[src/flut_regs.svh]
// Purpose: Offsets, reset values and field positions of table entries 5/6
// Assumes: APB byte addresses, printed offsets not all multiples of four
// Notes:   Byte address is four times the register index
`ifndef FLUT_REGS_SVH
`define FLUT_REGS_SVH
`define FLUT_IDX_LIMIT5   8'h58
`define FLUT_IDX_DUTY5    8'h59
`define FLUT_IDX_LIMIT6   8'h5a
`define FLUT_IDX_DUTY6    8'h5b
`define FLUT_IDX_CTRL     8'h4a
`define FLUT_IDX_STATUS   8'h61
`define FLUT_IDX_OFFSET   8'h4e
`define FLUT_IDX_TEMP     8'h63
`define FLUT_RST_LIMIT    8'h7f
`define FLUT_RST_DUTY     8'h3f
`define FLUT_RST_CTRL     8'h00
`define FLUT_RST_OFFSET   8'h00
`define FLUT_CTRL_TEMP_HI 0
`define FLUT_CTRL_DUTY_HI 1
`define FLUT_CTRL_F22K5   2
`define FLUT_CTRL_UNLOCK  5
`endif

[src/flut_pkg.sv]
// Purpose: Types shared by the fan speed table entries block
// Assumes: Limits and duty values are 8 bits
// Notes:   Offsets and resets live in flut_regs.svh
package flut_pkg;
	typedef logic [7:0] flut_byte_t;
	typedef logic [9:0] flut_temp_t;
	typedef enum logic [1:0] {
		FLUT_SEL_NONE = 2'b00,
		FLUT_SEL_E5   = 2'b01,
		FLUT_SEL_E6   = 2'b10
	} flut_sel_t;
endpackage : flut_pkg

[src/flut_cmp.sv]
// Purpose: Compare one table limit against the remote reading
// Assumes: Reading is 9 bits in half degrees, sign bit dropped upstream
// Notes:   Limit bit 7 is the half-degree bit in high resolution
`timescale 1ns/1ps
module flut_cmp
	import flut_pkg::*;
(
	input  wire logic       temp_hi,
	input  wire flut_byte_t limit,
	input  wire flut_byte_t offset,
	input  wire logic [8:0] reading,
	output logic            exceeds
);
	flut_temp_t lim_half;
	flut_temp_t rd;

	// Limit in half degrees plus table offset (whole degrees)
	always_comb begin
		if (temp_hi) begin
			lim_half = {2'b00, limit[6:0], limit[7]};
			rd = {1'b0, reading};
		end else begin
			lim_half = {2'b00, limit[6:0], 1'b0};
			rd = {1'b0, reading[8:1], 1'b0};
		end
		lim_half = lim_half + {1'b0, offset, 1'b0};
		exceeds = rd > lim_half;
	end
endmodule : flut_cmp

[src/flut_entries.sv]
// Purpose: Fan speed table entries 5 and 6 behind an APB slave
// Assumes: Reading arrives as 9 bits, half degrees, sign removed
// Notes:   Zero wait states; unmapped reads return zero, no error
`timescale 1ns/1ps
`include "flut_regs.svh"
module flut_entries
	import flut_pkg::*;
(
	input  wire logic        pclk,
	input  wire logic        presetn,
	input  wire logic        psel,
	input  wire logic        penable,
	input  wire logic        pwrite,
	input  wire logic [11:0] paddr,
	input  wire logic [31:0] pwdata,
	output logic [31:0]      prdata,
	output logic             pready,
	output logic             pslverr,
	input  wire logic [8:0]  remote_temp,
	output logic             pwm_valid,
	output logic [7:0]       pwm_duty,
	output logic [1:0]       active_entry
);
	flut_byte_t limit5_q;
	flut_byte_t duty5_q;
	flut_byte_t limit6_q;
	flut_byte_t duty6_q;
	flut_byte_t ctrl_q;
	flut_byte_t offset_q;
	logic [8:0] temp_q;
	logic       exc5;
	logic       exc6;
	logic       wr_en;
	logic       rd_en;
	logic [9:0] idx;
	logic       temp_hi;
	logic       duty_hi;
	flut_byte_t rd_d;
	flut_byte_t duty_d;
	flut_sel_t  sel_d;

	// Register index from byte address
	function automatic logic [9:0] reg_index(input logic [11:0] a);
		reg_index = a[11:2];
	endfunction : reg_index

	// Duty byte masking by mode
	function automatic flut_byte_t duty_view(input flut_byte_t d,
		input logic hi);
		duty_view = hi ? d : {2'b00, d[5:0]};
	endfunction : duty_view

	// Limit byte masking by mode
	function automatic flut_byte_t limit_view(input flut_byte_t l,
		input logic hi);
		limit_view = hi ? l : {1'b0, l[6:0]};
	endfunction : limit_view

	assign idx = reg_index(paddr);
	assign wr_en = psel & penable & pwrite;
	assign rd_en = psel & ~penable & ~pwrite;
	assign temp_hi = ctrl_q[`FLUT_CTRL_TEMP_HI];
	// Extended duty only when 22.5 kHz selected
	assign duty_hi = ctrl_q[`FLUT_CTRL_DUTY_HI]
		& ctrl_q[`FLUT_CTRL_F22K5];

	// Reading comes from another domain: two-stage sync before use.
	// A third stage passes a word only once two samples agree, so a
	// reading caught mid-change never reaches the comparators.
	logic [8:0] temp_s1_q;
	logic [8:0] temp_s2_q;
	logic [8:0] temp_s3_q;
	always_ff @(posedge pclk or negedge presetn) begin
		if (!presetn) begin
			temp_s1_q <= 9'h000;
			temp_s2_q <= 9'h000;
			temp_s3_q <= 9'h000;
			temp_q <= 9'h000;
		end else begin
			temp_s1_q <= remote_temp;
			temp_s2_q <= temp_s1_q;
			temp_s3_q <= temp_s2_q;
			if (temp_s2_q == temp_s3_q)
				temp_q <= temp_s2_q;
		end
	end

	// Control and offset: always writable, control holds the unlock bit
	always_ff @(posedge pclk or negedge presetn) begin
		if (!presetn) begin
			ctrl_q <= `FLUT_RST_CTRL;
			offset_q <= `FLUT_RST_OFFSET;
		end else if (wr_en) begin
			if (idx == 10'(`FLUT_IDX_CTRL))
				ctrl_q <= pwdata[7:0];
			if (idx == 10'(`FLUT_IDX_OFFSET))
				offset_q <= pwdata[7:0];
		end
	end

	// Table entries: writes ignored while locked
	always_ff @(posedge pclk or negedge presetn) begin
		if (!presetn) begin
			limit5_q <= `FLUT_RST_LIMIT;
			duty5_q <= `FLUT_RST_DUTY;
			limit6_q <= `FLUT_RST_LIMIT;
			duty6_q <= `FLUT_RST_DUTY;
		end else if (wr_en && ctrl_q[`FLUT_CTRL_UNLOCK]) begin
			unique case (idx)
				10'(`FLUT_IDX_LIMIT5): limit5_q <= pwdata[7:0];
				10'(`FLUT_IDX_DUTY5): duty5_q <= pwdata[7:0];
				10'(`FLUT_IDX_LIMIT6): limit6_q <= pwdata[7:0];
				10'(`FLUT_IDX_DUTY6): duty6_q <= pwdata[7:0];
				default: ;
			endcase
		end
	end

	// Limit comparators; offset shared by both entries
	flut_cmp u_cmp5 (
		.temp_hi (temp_hi),
		.limit   (limit5_q),
		.offset  (offset_q),
		.reading (temp_q),
		.exceeds (exc5)
	);
	flut_cmp u_cmp6 (
		.temp_hi (temp_hi),
		.limit   (limit6_q),
		.offset  (offset_q),
		.reading (temp_q),
		.exceeds (exc6)
	);

	// Higher entry wins when both limits are passed
	always_comb begin
		if (exc6) begin
			duty_d = duty_view(duty6_q, duty_hi);
			sel_d = FLUT_SEL_E6;
		end else if (exc5) begin
			duty_d = duty_view(duty5_q, duty_hi);
			sel_d = FLUT_SEL_E5;
		end else begin
			duty_d = 8'h00;
			sel_d = FLUT_SEL_NONE;
		end
	end

	// Registered fan outputs
	always_ff @(posedge pclk or negedge presetn) begin
		if (!presetn) begin
			pwm_duty <= 8'h00;
			pwm_valid <= 1'b0;
			active_entry <= 2'b00;
		end else begin
			pwm_duty <= duty_d;
			pwm_valid <= exc5 | exc6;
			active_entry <= sel_d;
		end
	end

	// Read mux; reads show the mode-masked view
	always_comb begin
		unique case (idx)
			10'(`FLUT_IDX_LIMIT5): rd_d = limit_view(limit5_q, temp_hi);
			10'(`FLUT_IDX_DUTY5): rd_d = duty_view(duty5_q, duty_hi);
			10'(`FLUT_IDX_LIMIT6): rd_d = limit_view(limit6_q, temp_hi);
			10'(`FLUT_IDX_DUTY6): rd_d = duty_view(duty6_q, duty_hi);
			10'(`FLUT_IDX_CTRL): rd_d = ctrl_q;
			10'(`FLUT_IDX_STATUS): rd_d = {5'h00, pwm_valid, active_entry};
			10'(`FLUT_IDX_OFFSET): rd_d = offset_q;
			10'(`FLUT_IDX_TEMP): rd_d = temp_q[8:1];
			default: rd_d = 8'h00;
		endcase
	end

	// Read data captured in setup so it stands through access
	always_ff @(posedge pclk or negedge presetn) begin
		if (!presetn)
			prdata <= 32'h0000_0000;
		else if (rd_en)
			prdata <= {24'h00_0000, rd_d};
	end

	// Zero wait states, never an error
	always_ff @(posedge pclk or negedge presetn) begin
		if (!presetn) begin
			pready <= 1'b0;
			pslverr <= 1'b0;
		end else begin
			pready <= psel & ~penable;
			pslverr <= 1'b0;
		end
	end

	// Locked write must leave limit 5 unchanged
	property p_lock;
		@(posedge pclk) disable iff (!presetn)
		(wr_en && !ctrl_q[`FLUT_CTRL_UNLOCK]
			&& idx == 10'(`FLUT_IDX_LIMIT5))
		|=> $stable(limit5_q);
	endproperty
	a_lock: assert property (p_lock) else $error("locked write landed");

	property p_unlock;
		@(posedge pclk) disable iff (!presetn)
		(wr_en && ctrl_q[`FLUT_CTRL_UNLOCK]
			&& idx == 10'(`FLUT_IDX_DUTY6))
		|=> {24'h00_0000, duty6_q} == ($past(pwdata) & 32'h0000_00ff);
	endproperty
	a_unlock: assert property (p_unlock) else $error("write lost");

	property p_duty_low;
		@(posedge pclk) disable iff (!presetn)
		(!duty_hi && (exc5 || exc6)) |=> pwm_duty[7:6] == 2'b00;
	endproperty
	a_duty_low: assert property (p_duty_low) else $error("ext bits");

	property p_ext_f;
		@(posedge pclk) disable iff (!presetn)
		(!ctrl_q[`FLUT_CTRL_F22K5] && (exc5 || exc6))
			|=> pwm_duty[7:6] == 2'b00;
	endproperty
	a_ext_f: assert property (p_ext_f) else $error("ext w/o 22k5");

	property p_e6;
		@(posedge pclk) disable iff (!presetn)
		exc6 |=> pwm_duty == ($past(duty_hi) ? $past(duty6_q)
			: ($past(duty6_q) & 8'h3f));
	endproperty
	a_e6: assert property (p_e6) else $error("entry6 duty wrong");

	property p_e5;
		@(posedge pclk) disable iff (!presetn)
		(exc5 && !exc6) |=> active_entry == 2'b01 && pwm_valid;
	endproperty
	a_e5: assert property (p_e5) else $error("entry5 not chosen");

	property p_low_cmp;
		@(posedge pclk) disable iff (!presetn)
		(!temp_hi && offset_q == 8'h00
			&& temp_q[8:1] > {1'b0, limit5_q[6:0]}) |-> exc5;
	endproperty
	a_low_cmp: assert property (p_low_cmp) else $error("cmp low");

	property p_hi_cmp;
		@(posedge pclk) disable iff (!presetn)
		(temp_hi && offset_q == 8'h00
			&& temp_q <= {limit6_q[6:0], limit6_q[7]}) |-> !exc6;
	endproperty
	a_hi_cmp: assert property (p_hi_cmp) else $error("cmp high");

	property p_rdy;
		@(posedge pclk) disable iff (!presetn)
		(psel && !penable) |=> pready ##1 !pready;
	endproperty
	a_rdy: assert property (p_rdy) else $error("pready timing");

	// Sync stages disagree: the held reading must not move
	property p_sync_hold;
		@(posedge pclk) disable iff (!presetn)
		(temp_s2_q != temp_s3_q) |=> $stable(temp_q);
	endproperty
	a_sync_hold: assert property (p_sync_hold) else $error("sync");

	// Both limits passed: entry 6 takes the fan
	property p_e6_win;
		@(posedge pclk) disable iff (!presetn)
		(exc5 && exc6) |=> active_entry == 2'b10 && pwm_valid;
	endproperty
	a_e6_win: assert property (p_e6_win) else $error("e6 win");

	// No limit passed: fan outputs idle
	property p_none;
		@(posedge pclk) disable iff (!presetn)
		!(exc5 || exc6) |=> !pwm_valid && pwm_duty == 8'h00
			&& active_entry == 2'b00;
	endproperty
	a_none: assert property (p_none) else $error("idle");

	// Low-res read of a limit never shows bit 7
	property p_lrd_low;
		@(posedge pclk) disable iff (!presetn)
		(rd_en && !temp_hi && idx == 10'(`FLUT_IDX_LIMIT5))
			|=> prdata[7] == 1'b0;
	endproperty
	a_lrd_low: assert property (p_lrd_low) else $error("bit7");

	// Low-res duty read keeps bits 7:6 clear
	property p_drd_low;
		@(posedge pclk) disable iff (!presetn)
		(rd_en && !duty_hi && idx == 10'(`FLUT_IDX_DUTY5))
			|=> prdata[7:6] == 2'b00;
	endproperty
	a_drd_low: assert property (p_drd_low) else $error("7:6");

	// Locked write must leave duty 6 unchanged
	property p_lock6;
		@(posedge pclk) disable iff (!presetn)
		(wr_en && !ctrl_q[`FLUT_CTRL_UNLOCK]
			&& idx == 10'(`FLUT_IDX_DUTY6))
		|=> $stable(duty6_q);
	endproperty
	a_lock6: assert property (p_lock6) else $error("locked d6");

	// Offset only raises a limit, never lowers it
	property p_off;
		@(posedge pclk) disable iff (!presetn)
		(temp_hi && temp_q <= {limit5_q[6:0], limit5_q[7]})
			|-> !exc5;
	endproperty
	a_off: assert property (p_off) else $error("offset");

	// Low-res duty: entry 5 output is its bits 5:0
	property p_e5_low;
		@(posedge pclk) disable iff (!presetn)
		(exc5 && !exc6 && !duty_hi)
			|=> pwm_duty == ($past(duty5_q) & 8'h3f);
	endproperty
	a_e5_low: assert property (p_e5_low) else $error("e5 low");

	// High-res duty: entry 5 output is the whole byte
	property p_e5_hi;
		@(posedge pclk) disable iff (!presetn)
		(exc5 && !exc6 && duty_hi) |=> pwm_duty == $past(duty5_q);
	endproperty
	a_e5_hi: assert property (p_e5_hi) else $error("e5 high");

	// High-res read of a limit shows all eight stored bits
	property p_hi_rd;
		@(posedge pclk) disable iff (!presetn)
		(rd_en && temp_hi && idx == 10'(`FLUT_IDX_LIMIT5))
			|=> prdata[7:0] == $past(limit5_q);
	endproperty
	a_hi_rd: assert property (p_hi_rd) else $error("hi read");
endmodule : flut_entries

[config.mk]
export PLATFORM = sky130hd
export DESIGN_NAME = flut_entries
export DESIGN_NICKNAME = d
export VERILOG_FILES = /design/src/flut_pkg.sv /design/src/flut_cmp.sv /design/src/flut_entries.sv
export VERILOG_INCLUDE_DIRS = /design/src
export SDC_FILE = /design/constraint.sdc
export NUM_CORES = 1
export LEC_CHECK = 0
export BUFFER_PORTS_ARGS = -buffer_cell sky130_fd_sc_hd__clkbuf_2
export CAP_MARGIN = 30
export CORE_ASPECT_RATIO = 1.2
export CORE_MARGIN = 5
export CORE_UTILIZATION = 30
export CTS_CLUSTER_SIZE = 30
export DETAILED_ROUTE_END_ITERATION = 8
export GPL_TIMING_DRIVEN = 0
export PLACE_DENSITY = 0.51
export SETUP_SLACK_MARGIN = 0.2
export SLEW_MARGIN = 30
export SYNTH_ARGS = -nofsm -noshare
export SYNTH_HDL_FRONTEND = slang
export SYNTH_SLANG_ARGS = --single-unit
[constraint.sdc]
create_clock -name pclk -period 4.9 [get_ports pclk]
set_clock_uncertainty 0.05 [all_clocks]
set_input_delay 0 -clock pclk [delete_from_list [all_inputs] [get_ports pclk]]
set_output_delay 0 -clock pclk [all_outputs]
set_load 0.02 [all_outputs]
; ---- After elaboration in Yosys (flattened, before gate mapping)
; Cells that the tools add are included.
[classes]
n_addsub = 2
n_lt_le_gt_ge = 2
eq_ne = 9
muxes = 12
bitwise = 8
reduce_logical = 7
[op_table]
columns = cell, n
row1 = 10-bit by 7-bit equality test with 1-bit output (second input constant), 8
row2 = 8-bit case mux with 8 select lines, 1
row3 = 8-bit two-way mux, 6
row4 = 8-bit by 9-bit adder with 10-bit output, 2
row5 = 9-bit by 10-bit > comparator with 1-bit output, 2
row6 = 2-bit AND reduction, 6
row7 = 9-bit equality test, 1
row8 = 1-bit bitwise AND, 5
row9 = 1-bit two-way mux, 4
row10 = 2-bit two-way mux, 1
row11 = 1-bit NOT, 2
row12 = 1-bit logical AND, 1
row13 = 1-bit OR, 1
[word_totals]
ff_bits = 104
output_inout_bits = 45
elab_cells = 55

; ---- Logic depth before layout (Yosys ltp)
; Gate-level depths: netlist of run 1.
[logic_depth]
word_depth = 5
depth_mapped = 15
mapped_depth_nobuf = 14

; ---- By module
; A second synthesis of run 1 with hierarchy kept.
[unflattened]
hier_cells = 497
area_unflattened_um2 = 5688.0
[modules_own_cells]
columns = mod, n_inst, cells_each, area_per_inst_um2, seq_area_each_um2
row1 = flut_entries, 1, 361, 4643.2, 2635.0
row2 = flut_cmp (u_cmp5), 1, 68, 523.0, 0.0
row3 = flut_cmp (u_cmp6), 1, 68, 521.8, 0.0

; ---- Worst setup path after synthesis of run 1
; OpenSTA, ideal clock, no wires.
[synth_timing]
path_type = register to register
start = register limit5_q[0]
end = register pwm_duty[0]
t_arrival_ns = 3.154
t_required_ns = 4.725
path_slack_ns = 1.572
stages_incl_launch_ff = 16
n_path_buf = 1
period_less_slack_ns = 3.328
cell_sequence = dfstp_2 -> ha_1 -> inv_1 -> fa_1 -> nand2b_1 -> a21oi_1 -> o21ai_0 -> nand2b_1 -> xnor2_1 -> ha_1 -> a22o_1 -> nor4_1 -> o221a_2 -> clkbuf_1 -> nor4b_1 -> mux2_2
[synth_via]
elab_chain_cells = 4
[synth_rtl]
columns = item, line
row1 = start: declaration, flut_entries.sv:24  ; flut_byte_t limit5_q;
row2 = start signal: assignment, flut_entries.sv:104  ; limit5_q <= `FLUT_RST_LIMIT;
row3 = start signal: assignment, flut_entries.sv:110  ; 10'(`FLUT_IDX_LIMIT5): limit5_q <= pwdata[7:0];
row4 = 8-bit by 9-bit adder with 10-bit output, flut_cmp.sv:26  ; lim_half = lim_half + {1'b0, offset, 1'b0};
row5 = 9-bit by 10-bit > comparator with 1-bit output, flut_cmp.sv:27  ; exceeds = rd > lim_half;
row6 = 8-bit two-way mux, flut_entries.sv:140  ; end else if (exc5) begin
row7 = 8-bit two-way mux, flut_entries.sv:137  ; if (exc6) begin
row8 = named net duty_d[0], flut_entries.sv:39  ; flut_byte_t duty_d;
row9 = end signal: assignment, flut_entries.sv:156  ; pwm_duty <= duty_d;
row10 = end: declaration, flut_entries.sv:21  ; output logic [7:0] pwm_duty,
; The timed path passes the listed nets, and every way through them passes these cells.
; A chain may end at the register's enable or synchronous reset.

; ---- Worst setup path in the final report of run 1
[layout_timing]
start = register offset_q[0]
end = register active_entry[0]
[layout_via]
elab_cells_between_ends = 6
classes_between = 2 x add/sub / 2 x order compare / 2 x mux
[layout_rtl]
columns = item, line
row1 = start: declaration, flut_entries.sv:29  ; flut_byte_t offset_q;
row2 = start signal: assignment, flut_entries.sv:92  ; offset_q <= `FLUT_RST_OFFSET;
row3 = start signal: assignment, flut_entries.sv:97  ; offset_q <= pwdata[7:0];
row4 = 8-bit by 9-bit adder with 10-bit output, flut_cmp.sv:26
row5 = 9-bit by 10-bit > comparator with 1-bit output, flut_cmp.sv:27
row6 = named net exc6, flut_entries.sv:32  ; logic exc6;
row7 = 2-bit two-way mux, flut_entries.sv:137
row8 = named net sel_d[0], flut_entries.sv:40  ; flut_sel_t sel_d;
row9 = end signal: assignment, flut_entries.sv:158  ; active_entry <= sel_d;
row10 = end: declaration, flut_entries.sv:22  ; output logic [1:0] active_entry
; The timed path passes the listed nets, and every way through them passes these cells.

==> results of run 1 <==
==> report_power, final <==
part           total (W)  leakage [nW]  internal (W)  switching, W
Clock           0.000840         0.170      0.000515      0.000325
Sequential      0.000914          1.29      0.000888     0.0000258
Combinational   0.000307          1.70      0.000118      0.000189
==> final cells by class <==
| class | instances | area (µm²) | area share [%] |
|---|---|---|---|
| multi-input combinational | 318 | 2730 | 40.35 |
| sequential | 104 | 2635 | 38.94 |
| timing repair buffer | 70 | 481.7 | 7.119 |
| tap | 224 | 280.3 | 4.142 |
| buffer | 36 | 245.2 | 3.624 |
| clock buffer | 11 | 242.7 | 3.587 |
| clock inverter | 5 | 103.9 | 1.535 |
| inverter | 12 | 47.55 | 0.7027 |
==> placed cells by master (no fill, tap or decap), types with 9 or more instances in the layout <==
cell type	count
ha_1	32
xnor2_1	11
nand2_1	25
nor2_1	16
clkbuf_16	9
mux2i_1	10
a21oi_1	15
dlygate4sd3_1	20
dfstp_2	26
clkbuf_2	48
o21ai_0	14
mux2_2	67
inv_1	11
buf_4	25
dfrtp_1	78
conb_1	25
xor2_1	9
==> critical path, cell delays in order, from the launching register on <==
cell	delay (ps)
dfrtp_1	430
ha_1	230
fa_1	440
a211oi_1	310
o21bai_1	110
a21oi_1	270
xor2_1	180
ha_1	280
a2111oi_0	410
o221ai_1	260
o2111ai_2	300
inv_1	330
nor4_1	320
==> cell usage after synthesis, drive strengths merged (2+ instances only) <==
master	count
a21o	5
a21oi	15
a221oi	3
a222oi	4
a22oi	2
and2	5
buf	31
clkbuf	5
dfrtp	78
dfstp	26
fa	2
ha	32
inv	12
mux2	75
mux2i	10
mux4	3
nand2	25
nand2b	4
nand3	4
nand4	8
nand4b	2
nor2	17
nor2b	2
nor3	3
nor3b	2
nor4	4
nor4b	7
o21ai	14
o22ai	4
o41ai	2
or4	2
xnor2	11
xor2	9
==> stage by stage <==
| step | setup WS [ps] | instances |
|---|---|---|
| after global routing | 507.7 | 780 |
| after CTS | 780.0 | 780 |
| after detailed placement | 846.3 | 744 |
| after global placement | 940.1 | 743 |
| final | 873.1 | 780 |
| after floorplan | 1572 | 470 |
==> kinds of logic (layout without fill, tap and decap cells) <==
kind of cell             count (synthesis)  after routing  synth area share (%)
flip-flops                             104            104                 47.53
other                                    1             25               0.06764
multiplexers                            88             88                 18.80
adder cells (fa/ha/maj)                 34             34                 7.944
AND/OR/NAND/NOR                         90             90                 9.704
buffers and inverters                   48            134                 5.281
XOR/XNOR                                20             20                 3.160
AO/OA/AOI/OAI                           61             61                 7.516
==> flip-flops by register name (all words and copies together), names as in the netlist <==
signal / count
temp_q: 9
temp_s1_q: 9
temp_s2_q: 9
temp_s3_q: 9
ctrl_q: 8
duty5_q: 8
duty6_q: 8
limit5_q: 8
limit6_q: 8
offset_q: 8
prdata: 8
pwm_duty: 8
active_entry: 2
pready: 1
pwm_valid: 1
==> timing repair <==
item / in CTS / in global routing
setup buffers: 0 / 0
endpoints found under the hold margin: 146 / 0
hold buffers: 20 / 0
==> worst max-delay path by stage <==
stage,slack (ps),cells past startpoint,to,from
2_1_floorplan,1570,15,pwm_duty[0],limit5_q[0]
3_3_place_gp,940,12,active_entry[0],offset_q[0]
3_5_place_dp,850,12,active_entry[0],offset_q[0]
4_1_cts,780,12,active_entry[0],offset_q[0]
5_1_grt,510,12,active_entry[0],offset_q[0]
6_report,870,12,active_entry[0],offset_q[0]
==> metal layers <==
layer / part of all wire (%) / routed length (µm)
met2: 51 / 7110
met3: 4.3 / 595
met1: 42 / 5876
met5: 0 / 0
met4: 2.4 / 331
==> flow_summary.yaml, run 1 <==
global_route:
  grt_max_degree: 59
  met2_usage_pct: 23.84
  grt_pass1_vias: 4112
  grt_util_met1_pct: 16.02
  busiest_layer: "met2"
  antenna_found_initial: 0
  grtUsageTotal_pct: 13.48
  overflow: 0
  use_met3_pct: 2.627
  grt_pass1_wl_um: 22540
finish:
  fillers: 1741
  drive_above_1_share_pct: 37.41
  final_core_util_pct: 37.23
  syn2layout_area_growth_pct: 22.05
  nets: 643
  final_area_um2: 6766
  n_antenna_cell: 0
synthesis:
  async_flop_share_pct: 100.0
  ys_types: 61
  syn_inst: 446
  ys_top_cells_by_area: "dfrtp_1 (35%), mux2_2 (14%), dfstp_2 (12%)"
  yosys.area.top_type_share_pct: 35.21
  post-synth-top-area-cell: "dfrtp_1"
  synth_edf_count: 0
  ys.flop_type: "dfrtp_1"
  syn_area_per_cell_um2: 12.43
  synth_seq_cells: 104
  synth_warnings: 0
  yosysSeqAreaShare_pct: 47.53
  mappedNetlistArea_um2: 5544
setup_path:
  regToRegEndpoint: "active_entry[0]"
  r2r_cells: 12
  critical_path.startpoint_type: "register"
  worstPathArrival_ps: 4230
  cp-end-kind: "register"
  r2r_slack_ps: 870
  r2r_start: "offset_q[0]"
  required_ps: 5100
  cp_max_fo: 8
  critical_path_class: "register to register"
cts:
  clock_latency_ps: 350
  cts_sinks: 104
  cts_root_buf: "clkbuf_16"
  cts_inserted_buffers: 9
  cts_tree: "yes"
  path_clk_slew_ps: 70
  htreeDepth: 3
  cts_resized: 0
  cts.path.max_buffers: 2
power:
  ir_drop_mv: 0.1663
  power_w: 0.002061
  leakage_nw: 3.157
  powerDensity_nw_per_um2: 304.6
detailed_routing:
  ant_nets: 0
  first_pass_iters: 5
  routed_wl_um: 13910
  via_per_inst: 4.904
  vias: 3825
  route.detailed.drc: 0
  wl_per_cell_um: 17.84
  initialDrtViolationCount: 187
sta:
  fin_crit_sh_pct: 82.18
  drv_slew: 0
  max_clock_freq_mhz: 248.3
  finalHoldViolCount: 0
  rsz0062_at_grt: "false"
  final-setup-viol-count: 0
  fin_tns_setup_ps: 0
  min_period_ps: 4027
  maxSlewHeadroom_pct: 51.65
  worstMarginPinSlew_ps: 719.8
  holdWs_ps: 77.06
die:
  ios: 103
  die_h_um: 158.9
  die_w_um: 134.1
  die-area_um2: 21310
  initial_core_util_pct: 30.50
  core-area_um2: 18170
  rows: 54
place:
  place.gp.congestion: 0.7984
  placed_area_um2: 6211
  hpwl_um: 10630
  port_buffers: 49
run_status:
  status: "finished clean"
flow_run:
  maxCapViolCount: 0
min_path:
  hp-class: "primary input to async pin"
Power figures use the tool's default switching activity.
==> run 2: changes to the inputs <==
--- a/config.mk
+++ b/config.mk
@@ -14,7 +14,7 @@
 export CTS_CLUSTER_SIZE = 30
 export DETAILED_ROUTE_END_ITERATION = 8
 export GPL_TIMING_DRIVEN = 0
-export PLACE_DENSITY = 0.51
+export PLACE_DENSITY = 0.53
 export SETUP_SLACK_MARGIN = 0.2
 export SLEW_MARGIN = 30
 export SYNTH_ARGS = -nofsm -noshare
==> constraint.sdc (replaced) <==
create_clock -name pclk -period 3.34 [get_ports pclk]
set_clock_uncertainty 0.05 [all_clocks]
set_input_delay 0 -clock pclk [delete_from_list [all_inputs] [get_ports pclk]]
set_output_delay 0 -clock pclk [all_outputs]
set_load 0.02 [all_outputs]
==> run 2 against run 1 <==
Effect of this change: the run now ends with negative hold slack left; combinational power grew 87%; power rose by 44%; non-clock buffer count rose by 14; die area did not move; design area grew 3.6%.
==> flow_summary.yaml, run 2 (synthesis gave the netlist of run 1 again) <==
finish:
  nets: 657
  multiInputGateArea_um2: 2883
  fillers: 1751
  final_common_cell: "dfrtp_1"
  n_antenna_cell: 0
  drive_above_1_share_pct: 42.98
  syn2layout_area_growth_pct: 26.43
  layout_common_cells: "dfrtp_1 (77), mux2_2 (65), clkbuf_2 (48)"
  stdcell_count: 794
  regArea_um2: 2636
detailed_routing:
  ant_nets: 0
  via_per_inst: 4.836
  initialDrtViolationCount: 191
  met1_length_um: 5801
  vias: 3840
  route.met2.wl_um: 7377
  wl_per_cell_um: 17.55
  first_pass_iters: 4
  route.detailed.drc: 0
  maxUsedRoutingLayer: "met4"
  routed_wl_um: 13930
  wl_met3_um: 493
power:
  ir_drop_mv: 0.2787
  powerDensity_nw_per_um2: 422.5
  leakage_nw: 3.254
sta:
  max_clock_freq_mhz: 307.4
  min_period_ps: 3253
  finalHoldViolCount: 2
  maxSlewHeadroom_pct: 47.06
  holdWs_ps: -5.078
  worstMarginPinSlew_ps: 788.2
  final-setup-viol-count: 0
  drv_slew: 0
  fin_crit_sh_pct: 97.40
  fin_tns_setup_ps: 0
  rsz0062_at_grt: "true"
cts:
  cts.path.max_buffers: 2
  clock_latency_ps: 340
  cts_root_buf: "clkbuf_16"
  path_clk_slew_ps: 80
  cts_tree: "yes"
  cts_sinks: 104
  htreeDepth: 3
  cts_inserted_buffers: 9
setup_path:
  r2r_start: "limit5_q[0]"
  cp-end-kind: "register"
  r2r_cells: 15
  r2r_slack_ps: 90
  regToRegEndpoint: "pwm_duty[5]"
  critical_path.startpoint_type: "register"
  cp_max_fo: 5
  required_ps: 3520
  critical_path_class: "register to register"
  worstPathArrival_ps: 3430
global_route:
  grt_max_degree: 66
  grtUsageTotal_pct: 13.32
  grt_pass1_wl_um: 22620
  antenna_found_initial: 0
  grt_pass1_vias: 4141
  overflow: 0
die:
  die_w_um: 134.1
  initial_core_util_pct: 30.50
  core-area_um2: 18170
  ios: 103
  die_h_um: 158.9
  rows: 54
  die-area_um2: 21310
min_path:
  hold_depth: 2
  min_from: "pwdata[7]"
  hold_end: "ctrl_q[7]"
  hp-class: "primary input to register"
place:
  port_buffers: 49
  hpwl_um: 10410
  place.gp.congestion: 0.8429
  dp.cells: 744
flow_run:
  maxCapViolCount: 0
run_status:
  status: "complete, but fails checks"
  violations: "negative hold slack"
-- run 2: cell count changes in the layout (fill, tap and decap cells not counted), sizes merged --
cell,delta
inv,+1
buf,+15
clkbuf,-1
clkinvlp,+1
clkinv,+2
bufinv,-3
dlygate4sd3,-1
-- run 2: cell type report --
cell class | instances | area share, %
plain buffers | 36 | 3.659
clock buffers | 10 | 3.409
clock inverters | 6 | 0.9104
inverters | 12 | 0.6783
well taps | 224 | 3.999
flip-flops and latches | 104 | 37.61
multi-input cells | 318 | 41.13
repair buffers | 84 | 8.604
-- run 2: worst max-delay path by stage --
stage | start | end
after CTS | limit5_q[0] | pwm_duty[5]
after detailed placement | limit5_q[0] | pwm_duty[5]
final | limit5_q[0] | pwm_duty[5]
after global placement | limit5_q[0] | pwm_duty[5]
after global routing | limit5_q[0] | pwm_duty[5]
after floorplan | offset_q[0] | pwm_duty[0]
-- run 2: metal layers --
metal  global-route usage, %  up-vias
met5                       0        -
li1                        -     1824
met4                   3.935        0
met1                   16.10     1928
met3                   1.930       16
met2                   24.37       72
-- run 2: metrics by stage --
step	hold WS, ps	power (W)	instance area [µm²]	worst slack, ps	utilization (%)
finish	-5.078	0.002961	7009	86.93	38.57
global route	11.94	0.003105	7009	-41.99	38.57
CTS	1.008	0.002956	6938	87.54	38.17
detailed placement	-106.5	0.001787	6232	-372.2	34.29
global placement	58.00	0.001775	6187	-258.7	34.04
floorplan	-345.6	0.001622	5662	207.9	-
-- run 2: critical path, cell delays in order, from the launching register on --
cell	delay, ps
dfstp_2	560
ha_4	130
inv_2	30
fa_2	330
nand2b_4	160
a21oi_4	150
o21ai_1	80
nand2b_1	100
xnor2_1	130
ha_1	270
a22o_1	230
nor4_2	150
o221a_2	280
buf_8	130
nor4b_1	50
mux2_4	300
-- run 2: where the power goes --
group          switching, W  total [W]  leakage, nW  internal (W)
logic              0.000302   0.000574         1.82      0.000272
registers         0.0000395    0.00134         1.29       0.00130
clock network      0.000499    0.00104        0.145      0.000546
total              0.000840    0.00296         3.25       0.00212
-- run 2: repair_timing --
action,4_1_cts,5_1_grt
hold buffers,19,0
setup buffers,10,4
pin swaps,8,4
hold endpoints to repair,134,0
gates cloned,1,0
resized for setup,23,5
setup endpoints to repair,11,11
